<file path="config.mk">
export PLATFORM = sky130hd
export DESIGN_NAME = ecd_proc_dispatch_flat
export DESIGN_NICKNAME = d
export VERILOG_FILES = /design/src/rtl/ecd_pkg.sv /design/src/rtl/ecd_link_if.sv /design/src/rtl/ecd_proc_dispatch.sv /design/src/flat_wrapper.sv
export SDC_FILE = /design/constraint.sdc
export NUM_CORES = 1
export LEC_CHECK = 0
export BUFFER_PORTS_ARGS = -buffer_cell sky130_fd_sc_hd__clkbuf_2
export CORE_MARGIN = 10
export CORE_UTILIZATION = 32
export CTS_CLUSTER_DIAMETER = 200
export CTS_CLUSTER_SIZE = 8
export DETAILED_ROUTE_END_ITERATION = 6
export GPL_TIMING_DRIVEN = 1
export MAX_ROUTING_LAYER = met4
export PLACE_DENSITY = 0.67
export SLEW_MARGIN = 20
export SYNTH_ARGS = -nofsm -noshare
export SYNTH_HDL_FRONTEND = slang
export SYNTH_SLANG_ARGS = --single-unit
export TNS_END_PERCENT = 1
</file>
<file path="constraint.sdc">
create_clock -name sys_clk -period 3.9 [get_ports sys_clk]
set_input_delay 0.39 -clock sys_clk [delete_from_list [all_inputs] [get_ports sys_clk]]
set_output_delay 0.39 -clock sys_clk [all_outputs]
set_load 0.05 [all_outputs]
</file>
<file path="src/rtl/ecd_pkg.sv">
/*
 * shared constants for the escape coprocessor dispatch link.
 * assumes a single processor clock and synchronous active-high reset.
 */
package ecd_pkg;
	localparam int          ECD_WORD_W      = 16;
	localparam logic [7:0]  ECD_ESC_OPCODE  = 8'h4F;
	// bit positions, msb-first numbering mapped to little-endian vector
	localparam int          ECD_OPC_HI      = 15;
	localparam int          ECD_OPC_LO      = 8;
	localparam int          ECD_SEQ_BIT     = 6;   // documented bit 9
	localparam int          ECD_SEL_HI      = 5;   // documented bits 10..11
	localparam int          ECD_SEL_LO      = 4;
	localparam int          ECD_IDX_HI      = 3;   // documented bits 12..15
	localparam int          ECD_IDX_LO      = 0;
	localparam int          ECD_NUM_REGS    = 16;
	localparam logic [3:0]  ECD_NO_INDEX    = 4'h0;
	localparam int          ECD_AS_W        = 4;
	localparam int          ECD_AK_W        = 4;

	typedef enum logic [1:0] {
		ECD_XFER_NONE,
		ECD_XFER_INSTR,
		ECD_XFER_ADDR
	} ecd_xfer_t;
endpackage

</file>
<file path="src/rtl/ecd_link_if.sv">
/*
 * link between processor dispatch end and coprocessor end.
 * assumes the bench resolves the open-drain arbitration wires from enables.
 */
interface ecd_link_if;
	import ecd_pkg::*;
	logic [ECD_WORD_W-1:0] ib_data;
	logic                  ib_valid;
	ecd_xfer_t             ib_kind;
	logic [1:0]            ib_sel;
	logic                  bus_req_n_o;
	logic                  bus_req_n_oe;
	logic                  bus_gnt_n;
	logic                  bus_lock_n_i;
	logic                  bus_lock_n_o;
	logic                  bus_lock_n_oe;
	logic [ECD_AS_W-1:0]   address_state;
	logic [ECD_AK_W-1:0]   access_key;

	modport proc (
		output ib_data, ib_valid, ib_kind, ib_sel, address_state, access_key,
		input  bus_lock_n_i
	);
	modport coproc (
		input  ib_data, ib_valid, ib_kind, ib_sel, address_state, access_key,
		input  bus_gnt_n, bus_lock_n_i,
		output bus_req_n_o, bus_req_n_oe, bus_lock_n_o, bus_lock_n_oe
	);
endinterface

</file>
<file path="src/rtl/ecd_proc_dispatch.sv">
/*
 * processor end: decodes the three-word escape and sends the coprocessor
 * instruction then the derived address over two instruction-bus cycles.
 * assumes the three words arrive in one strobe and index registers are given flat.
 */
// Overview of operation
// - recognise escape by top eight bits
// - bit 9 set marks three-word sequence
// - bits 10-11 select coprocessor 0 to 3
// - bits 12-15 name index register, zero none
// - add index register to third word address
// - second word passed on uninterpreted
// - third word is operand base address
// - instruction then address on consecutive cycles
// - coprocessor takes bus via request and grant
// - with mmu, latch supplies state and key
// - coprocessor interrupts only after storing result
// - active-low request, grant to highest priority
// - holder drives lock; others wait meanwhile
module ecd_proc_dispatch
	import ecd_pkg::*;
(
	input  wire logic                               sys_clk,
	input  wire logic                               rst,
	input  wire logic                               esc_valid,
	output logic                                    esc_ready,
	input  wire logic [ECD_WORD_W-1:0]              esc_word0,
	input  wire logic [ECD_WORD_W-1:0]              esc_word1,
	input  wire logic [ECD_WORD_W-1:0]              esc_word2,
	input  wire logic [ECD_NUM_REGS*ECD_WORD_W-1:0] index_regs,
	input  wire logic [ECD_AS_W-1:0]                mmu_address_state,
	input  wire logic [ECD_AK_W-1:0]                mmu_access_key,
	output logic                                    esc_illegal,
	ecd_link_if.proc                                link
);
	logic [ECD_WORD_W-1:0] instr_reg;
	logic [ECD_WORD_W-1:0] addr_reg;
	logic [1:0]            sel_reg;
	ecd_xfer_t             kind_reg;
	logic [ECD_WORD_W-1:0] index_val;
	logic                  is_escape;
	logic                  bus_free;

	// opcode and sequence-marker check
	function automatic logic escape_ok(input logic [ECD_WORD_W-1:0] w);
		return (w[ECD_OPC_HI:ECD_OPC_LO] == ECD_ESC_OPCODE)
			&& w[ECD_SEQ_BIT];
	endfunction

	assign is_escape = escape_ok(esc_word0);
	assign bus_free  = link.bus_lock_n_i;
	// accept a new escape only when idle and nobody holds the bus
	assign esc_ready = (kind_reg == ECD_XFER_NONE) && bus_free;

	// index lookup, zero selects no offset
	always_comb begin
		index_val = '0;
		if (esc_word0[ECD_IDX_HI:ECD_IDX_LO] != ECD_NO_INDEX) begin
			index_val = index_regs[esc_word0[ECD_IDX_HI:ECD_IDX_LO]*ECD_WORD_W +: ECD_WORD_W];
		end
	end

	// capture words on acceptance of a legal escape
	always_ff @(posedge sys_clk) begin
		if (rst) begin
			instr_reg <= '0;
			addr_reg  <= '0;
			sel_reg   <= '0;
		end else if (esc_valid && esc_ready && is_escape) begin
			instr_reg <= esc_word1;
			addr_reg  <= ECD_WORD_W'(esc_word2 + index_val);
			sel_reg   <= esc_word0[ECD_SEL_HI:ECD_SEL_LO];
		end
	end

	// two back-to-back bus cycles: instruction, then address
	always_ff @(posedge sys_clk) begin
		if (rst) begin
			kind_reg <= ECD_XFER_NONE;
		end else begin
			case (kind_reg)
				ECD_XFER_NONE:  if (esc_valid && esc_ready && is_escape) kind_reg <= ECD_XFER_INSTR;
				ECD_XFER_INSTR: kind_reg <= ECD_XFER_ADDR;
				ECD_XFER_ADDR:  kind_reg <= ECD_XFER_NONE;
				default:        kind_reg <= ECD_XFER_NONE;
			endcase
		end
	end

	// a word offered but not an escape is flagged for one cycle
	always_ff @(posedge sys_clk) begin
		if (rst) begin
			esc_illegal <= 1'b0;
		end else begin
			esc_illegal <= esc_valid && esc_ready && !is_escape;
		end
	end

	// mmu state and key latched with the escape for the coprocessor
	always_ff @(posedge sys_clk) begin
		if (rst) begin
			link.address_state <= '0;
			link.access_key    <= '0;
		end else if (esc_valid && esc_ready && is_escape) begin
			link.address_state <= mmu_address_state;
			link.access_key    <= mmu_access_key;
		end
	end

	assign link.ib_valid = (kind_reg != ECD_XFER_NONE);
	assign link.ib_kind  = kind_reg;
	assign link.ib_sel   = sel_reg;
	assign link.ib_data  = (kind_reg == ECD_XFER_ADDR) ? addr_reg : instr_reg;
endmodule

</file>
<file path="src/flat_wrapper.sv">
// flat-port wrapper written by rule: the top's interface ports become plain ports
module ecd_proc_dispatch_flat import ecd_pkg::*;
  (sys_clk, rst, esc_valid, esc_ready, esc_word0, esc_word1, esc_word2, index_regs, mmu_address_state, mmu_access_key, esc_illegal, link_ib_data, link_ib_valid, link_ib_kind, link_ib_sel, link_address_state, link_access_key, link_bus_lock_n_i);
  ecd_link_if link_i ();
  input  wire logic sys_clk;
  input  wire logic rst;
  input  wire logic esc_valid;
  output logic esc_ready;
  input  wire logic [ECD_WORD_W-1:0] esc_word0;
  input  wire logic [ECD_WORD_W-1:0] esc_word1;
  input  wire logic [ECD_WORD_W-1:0] esc_word2;
  input  wire logic [ECD_NUM_REGS*ECD_WORD_W-1:0] index_regs;
  input  wire logic [ECD_AS_W-1:0] mmu_address_state;
  input  wire logic [ECD_AK_W-1:0] mmu_access_key;
  output logic esc_illegal;
  output wire logic [$bits(link_i.ib_data)-1:0] link_ib_data;
  output wire logic [$bits(link_i.ib_valid)-1:0] link_ib_valid;
  output wire logic [$bits(link_i.ib_kind)-1:0] link_ib_kind;
  output wire logic [$bits(link_i.ib_sel)-1:0] link_ib_sel;
  output wire logic [$bits(link_i.address_state)-1:0] link_address_state;
  output wire logic [$bits(link_i.access_key)-1:0] link_access_key;
  input wire logic [$bits(link_i.bus_lock_n_i)-1:0] link_bus_lock_n_i;
  assign link_ib_data = link_i.ib_data;
  assign link_ib_valid = link_i.ib_valid;
  assign link_ib_kind = link_i.ib_kind;
  assign link_ib_sel = link_i.ib_sel;
  assign link_address_state = link_i.address_state;
  assign link_access_key = link_i.access_key;
  assign link_i.bus_lock_n_i = link_bus_lock_n_i;
  ecd_proc_dispatch u_core (.sys_clk(sys_clk), .rst(rst), .esc_valid(esc_valid), .esc_ready(esc_ready), .esc_word0(esc_word0), .esc_word1(esc_word1), .esc_word2(esc_word2), .index_regs(index_regs), .mmu_address_state(mmu_address_state), .mmu_access_key(mmu_access_key), .esc_illegal(esc_illegal), .link(link_i));
endmodule
</file>
==> impl_results.md, run 1 <==
* Netlist cell types at 46
* Worst vdd ir at 0.141 mV
* Ys flop type: dfxtp_1
* Req. time, crit path at 4.12 ns
* Resized cells post-CTS at 0
* Nets@finish at 1174
* Seq/Total Area, Yosys at 19.9%
* I/O pins at 347
* Crit path capture type: flop
* Final Cycle Share at 91.6%
* CP arrival at 3.80 ns
* Worst setup path category: in2reg
* Postcts setup bufs at 0
* Synth top area cells: mux4_2 (29%), dfxtp_1 (20%), nand2_1 (9.6%), a21oi_1 (5.7%), mux2i_1 (4.9%)
* Tot GR Track Use at 21.9%
* Fraction of layout cells with a size suffix above 1 at 53.0%
* GRT overflow at 0
* CTS Buffer Depth at 2
* Port buffer count at 345
* Design area at 6720 µm²
* Metal3 WL at 1960 µm
* Area of placed instances at 6570 µm²
* Row Count at 43
* Top-area cell type share of the netlist area at 29.3%
* Leakage Power at 0.00327 µW
* Synth warnings at 0
* Synthesized area at 4540 µm²
* Max Cap Violations at 0
* Peak Freq at 0.280 GHz
* Fin. max-slew vios at 0
* DR vias/cell at 5.17
* Reg2Reg Depth at 6
* CTS tree: yes
* Vias in the first global route at 5861
* DRT iter0 DRCs at 273
* Worst Hold End: u_core.instr_reg[11]
* # setup viols final at 0
* Crit Path Max Fanout at 10
* Period minus WS final at 3.57 ns
* Clk_lat worst skew at 0.28 ns
* RSZ-0062 raised after global routing: false
* P&R area growth vs syn at 48.1%
* Setup TNS at 0 ns
* Crit path launch type: input port
* Clk root buf: clkbuf_16
* Post-synth EDFFs at 0
* Fin util at 48.4%
* Slack of the worst reg-to-reg path at 1.90 ns
* CTS Hold Buffers Added at 0
* Worst hold path class: in2reg
* Clock sinks at 45
* H-tree Lvls at 2
* Routed wl met2 at 11200 µm
* Wire per inst at 21.0 µm
* Total nets after synthesis at 839
* Die ar. at 19300 µm²
* Post-route ant nets at 0
* Drt pass-1 iters at 4
* Critical R2R Launch: u_core.link.ib_kind[1]
* Synth Register Bits at 45
* Hold depth at 3
* Die Y at 139 µm
* Hold path start: esc_word1[11]
* Core Box Area at 13900 µm²
* DP HPWL at 19100 µm
* CTS Buf Count at 5
* Clk pin slew, worst setup/hold paths at 0.06 ns
* Initial core utilization at 32.7%
* Reg2Reg Capture Point: u_core.addr_reg[3]
* Max layer used: met4
* Relative slew slack at 35.4%
* Placer Congestion at 0.934
* Largest net degree at the start of global routing at 50
* Total number of vias at 5305
* Fraction of registers with async set/reset at 0%
* Die Width at 139 µm
* Global-route wire length before repair at 33000 µm
* Antenna violations before repair at 5
* Hold Fails Final Rpt at 0
* Slew @ Worst Pin at 0.968 ns
* Top cell type by total area after synthesis: mux4_2
* Avg Cell Area, Syn at 8.95 µm²
* Met1 wire length at 8070 µm
* Outcome: finished clean
* Synth Instances at 507
* # DRC at 0
* Clock Skew at 0.00342 ns
* Total Wirelength at 21600 µm
* Pwr/cell area at 227 nW/µm²
==> worst max-delay path by stage <==
stage,slack [ns],endpoint,startpoint
final,0.33,u_core.addr_reg[10],esc_word0[0]
after global routing,0.03,u_core.addr_reg[10],esc_word0[0]
after CTS,0.31,u_core.addr_reg[10],esc_word0[0]
after detailed placement,0.02,u_core.addr_reg[10],esc_word0[0]
after global placement,0.06,u_core.addr_reg[10],esc_word0[0]
after floorplan,0.12,u_core.addr_reg[15],esc_word0[0]
==> cell type report <==
cell class	instances	area (µm²)
fill	1400	7160
multi-input combinational	415	3450
timing repair buffer	371	1990
sequential	45	901
tap	180	225
clock buffer	5	125
inverter	4	15.0
antenna	6	15.0
clock inverter	1	5.00
==> worst max-delay path, stage by stage <==
cell,delay (ns)
buf_4,0.22
buf_4,0.22
mux4_2,0.51
mux4_2,0.49
nor2b_1,0.15
ha_1,0.33
nor2b_1,0.19
o21a_1,0.16
o21ai_0,0.10
a21oi_1,0.38
a31oi_1,0.17
or4_1,0.41
nand3_1,0.07
==> logic make-up (layout without fill, tap and decap cells) <==
| kind of cell | after synthesis | in the layout | share of synthesized area [%] |
|---|---|---|---|
| AND/OR/NAND/NOR | 194 | 194 | 19.0 |
| AO/OA/AOI/OAI | 109 | 109 | 14.9 |
| multiplexers | 87 | 87 | 35.6 |
| buffers and inverters | 47 | 381 | 4.30 |
| flip-flops | 45 | 45 | 19.9 |
| adder cells (fa/ha/maj) | 16 | 16 | 4.58 |
| XOR/XNOR | 9 | 9 | 1.74 |
| other | 0 | 6 | 0 |
==> synth_stat cells (7+ instances only) <==
cell type and instances:
nand3_1 7, clkbuf_1 27, nor2_1 21, o21ai_0 11
buf_2 9, mux2i_1 22, dfxtp_1 45, nor3_1 14
a21o_1 10, xnor2_1 8, nand2_1 116, ha_1 15
mux4_2 59, a21oi_1 52, nor2b_1 13, o22ai_1 7
==> stage by stage <==
stage	hold slack (ns)	total power (µW)	instances	setup slack [ns]
after floorplan	0.432	874	507	0.122
after global placement	0.441	1140	1015	0.0624
after detailed placement	0.447	1150	1015	0.0193
after CTS	0.317	1540	1021	0.308
after global routing	0.335	1630	1026	0.0297
final	0.323	1530	1027	0.326
==> metal layers <==
metal / up-vias / track usage, %
li1: 2572 / -
met1: 2479 / 22.9
met2: 230 / 38.6
met3: 24 / 7.77
met4: 0 / 4.94
met5: - / -
==> where the power goes <==
| group | internal (µW) | total (µW) | switching, µW |
|---|---|---|---|
| Sequential | 460 | 460 | 0.219 |
| Combinational | 382 | 679 | 297 |
| Clock | 229 | 388 | 160 |
| Total | 1070 | 1530 | 457 |
==> cell usage in the layout (no fill, tap or decap), drive strengths merged, types with 7 or more instances in the layout <==
| cell | netlist | routed |
|---|---|---|
| nor2 | 21 | 21 |
| nand2 | 116 | 116 |
| nand3 | 7 | 7 |
| nor2b | 13 | 13 |
| o21ai | 12 | 12 |
| xnor2 | 8 | 8 |
| o22ai | 7 | 7 |
| dfxtp | 45 | 45 |
| buf | 16 | 27 |
| a21o | 10 | 10 |
| clkbuf | 27 | 349 |
| ha | 15 | 15 |
| a211oi | 7 | 7 |
| mux2i | 22 | 22 |
| a21oi | 52 | 52 |
| mux4 | 59 | 59 |
| nor3 | 14 | 14 |
No activity file was read; power rests on OpenSTA's default activity.
==> run 2: changes to the inputs <==
- REMOVE_ABC_BUFFERS: not set -> 1
- SLEW_MARGIN: 20 -> 10
==> impl_results.md, run 2 (synthesis results as in run 1) <==
* Outcome: finished clean
* Routed wl met2 at 10600 µm (-5.2%)
* Crit path launch type: input port
* H-tree Lvls at 2 (unchanged)
* Hold Fails Final Rpt at 0 (unchanged)
* Met1 wire length at 7870 µm (-2.5%)
* Clk root buf: clkbuf_16
* Crit Path Max Fanout at 16 (+6)
* Critical R2R Launch: u_core.link.ib_kind[1]
* Max layer used: met4
* DRT iter0 DRCs at 235 (-14%)
* Die ar. at 19300 µm² (unchanged)
* Post-route ant nets at 0 (unchanged)
* CP max stage delay at 0.50 ns (about the same)
* Fraction of layout cells with a size suffix above 1 at 53.0% (-0.063 points)
* Port buffer count at 345 (unchanged)
* Initial core utilization at 32.7% (unchanged)
* Pwr/cell area at 229 nW/µm² (+0.83%)
* Worst setup path category: in2reg
* Clock Skew at 0.00328 ns (-0.000137 ns)
* Postcts setup bufs at 0 (unchanged)
* Commonest non-fill, non-tap cell in the layout: clkbuf_2
* Period minus WS final at 3.52 ns (-0.0575 ns)
* Vias in the first global route at 5635 (-3.9%)
* Die Y at 139 µm (unchanged)
* Clock sinks at 45 (unchanged)
* Clk pin slew, worst setup/hold paths at 0.06 ns (about the same)
* Max Cap Violations at 0 (unchanged)
* Cell chain of the critical path: buf_4 -> buf_12 -> mux4_2 -> mux4_2 -> nor2b_1 -> ha_1 -> nor2b_1 -> o21a_1 -> o21ai_0 -> a21oi_1 -> a31oi_1 -> or4_1 -> nand3_1
* Worst vdd ir at 0.147 mV (+4.2%)
* Slowest CP cell: mux4_2
* Metal3 WL at 1610 µm (-18%)
* Largest net degree at the start of global routing at 43 (-14%)
* Slew @ Worst Pin at 1.16 ns (+0.194 ns)
* Worst hold path class: in2reg
* Most frequent cells in the layout: clkbuf_2 (344), nand2_1 (116), mux4_2 (59)
* CP arrival at 3.74 ns (-0.06 ns)
* I/O pins at 347 (unchanged)
* Placer Congestion at 0.948 (+1.4%)
* Row Count at 43 (unchanged)
* # DRC at 0 (unchanged)
* Resized cells post-CTS at 0 (unchanged)
* Peak Freq at 0.284 GHz (+1.6%)
* Global-route wire length before repair at 31000 µm (-6.1%)
* Total Wirelength at 20400 µm (-5.3%)
* Setup TNS at 0 ns (unchanged)
* P&R area growth vs syn at 47.5%
* Fin. max-slew vios at 0 (unchanged)
* Wire per inst at 19.9 µm (-5.1%)
* Tot GR Track Use at 20.3% (-1.6 points)
* Core Box Area at 13900 µm² (unchanged)
* Fin util at 48.2% (-0.20 points)
* Nets@finish at 1173 (-0.085%)
* Req. time, crit path at 4.13 ns (about the same)
* Drt pass-1 iters at 4 (unchanged)
* Die Width at 139 µm (unchanged)
* Reg2Reg Depth at 6 (unchanged)
* Hold path start: esc_word1[3]
* GRT overflow at 0 (unchanged)
* Final Cycle Share at 90.2% (-1.5 points)
* Total number of vias at 5225 (-1.5%)
* Clk_lat worst skew at 0.28 ns (about the same)
* CTS Buf Count at 5 (unchanged)
* CTS Hold Buffers Added at 0 (unchanged)
* RSZ-0062 raised after global routing: false
* DR vias/cell at 5.10 (-1.3%)
* Antenna violations before repair at 3 (-2)
* CTS Buffer Depth at 2 (unchanged)
* DP HPWL at 17800 µm (-6.8%)
* Leakage Power at 0.00325 µW (-0.47%)
* Crit path from: esc_word0[0]
* # setup viols final at 0 (unchanged)
* Relative slew slack at 22.4% (-13 points)
* Crit path capture type: flop
* Hold depth at 3 (unchanged)
* CTS tree: yes
[run 2: changes by cell type in the layout (fill, tap and decap cells not counted), sizes merged]
cell / change
clkbuf: +3
diode: -3
buf: -1
clkinv: -1
[run 2: metal layers]
layer | GRT usage [%] | up-vias
met2 | 35.3 | 227
met5 | - | -
li1 | - | 2569
met1 | 22.0 | 2408
met3 | 5.62 | 21
met4 | 5.93 | 0
[run 2: worst max-delay path, delay by kind of cell]
| family | cells | cell delay, ns |
|---|---|---|
| multiplexers | 2 | 1.00 |
| AO/OA/AOI/OAI | 4 | 0.87 |
| AND/OR/NAND/NOR | 4 | 0.83 |
| buffers and inverters | 2 | 0.32 |
| adder cells (fa/ha/maj) | 1 | 0.32 |
[run 2: layout make-up]
class,instances,area (µm²)
Tap cell,180,225
Clock buffer,8,136
Timing Repair Buffer,370,1950
Sequential cell,45,901
Antenna cell,3,7.51
Multi-Input combinational cell,415,3450
Inverter,4,15.0
Fill cell,1391,7190
[run 2: per-stage QoR]
stage               hold slack [ns]  setup WS, ns  instances  cell area (µm²)  total power (µW)
floorplan                     0.426         0.272        464             4360               832
global placement              0.441         0.104       1014             6550              1130
detailed placement            0.446        0.0741       1014             6550              1140
CTS                           0.318         0.370       1022             6680              1550
global route                  0.331         0.141       1025             6690              1630
finish                        0.322         0.383       1025             6690              1530
[run 2: power breakdown]
part           internal [µW]  switching [µW]  total, µW
clock                    238             166        405
combinational            380             290        670
sequential               460           0.178        460
total                   1080             456       1530
[run 2: worst paths after layout]
path                                                      to  slack [ns]
worst min-delay path                     u_core.instr_reg[3]        0.32
worst max register to register           u_core.addr_reg[12]        1.88
worst max-delay path                     u_core.addr_reg[10]        0.38
worst min register to register  u_core.link.address_state[0]        0.45
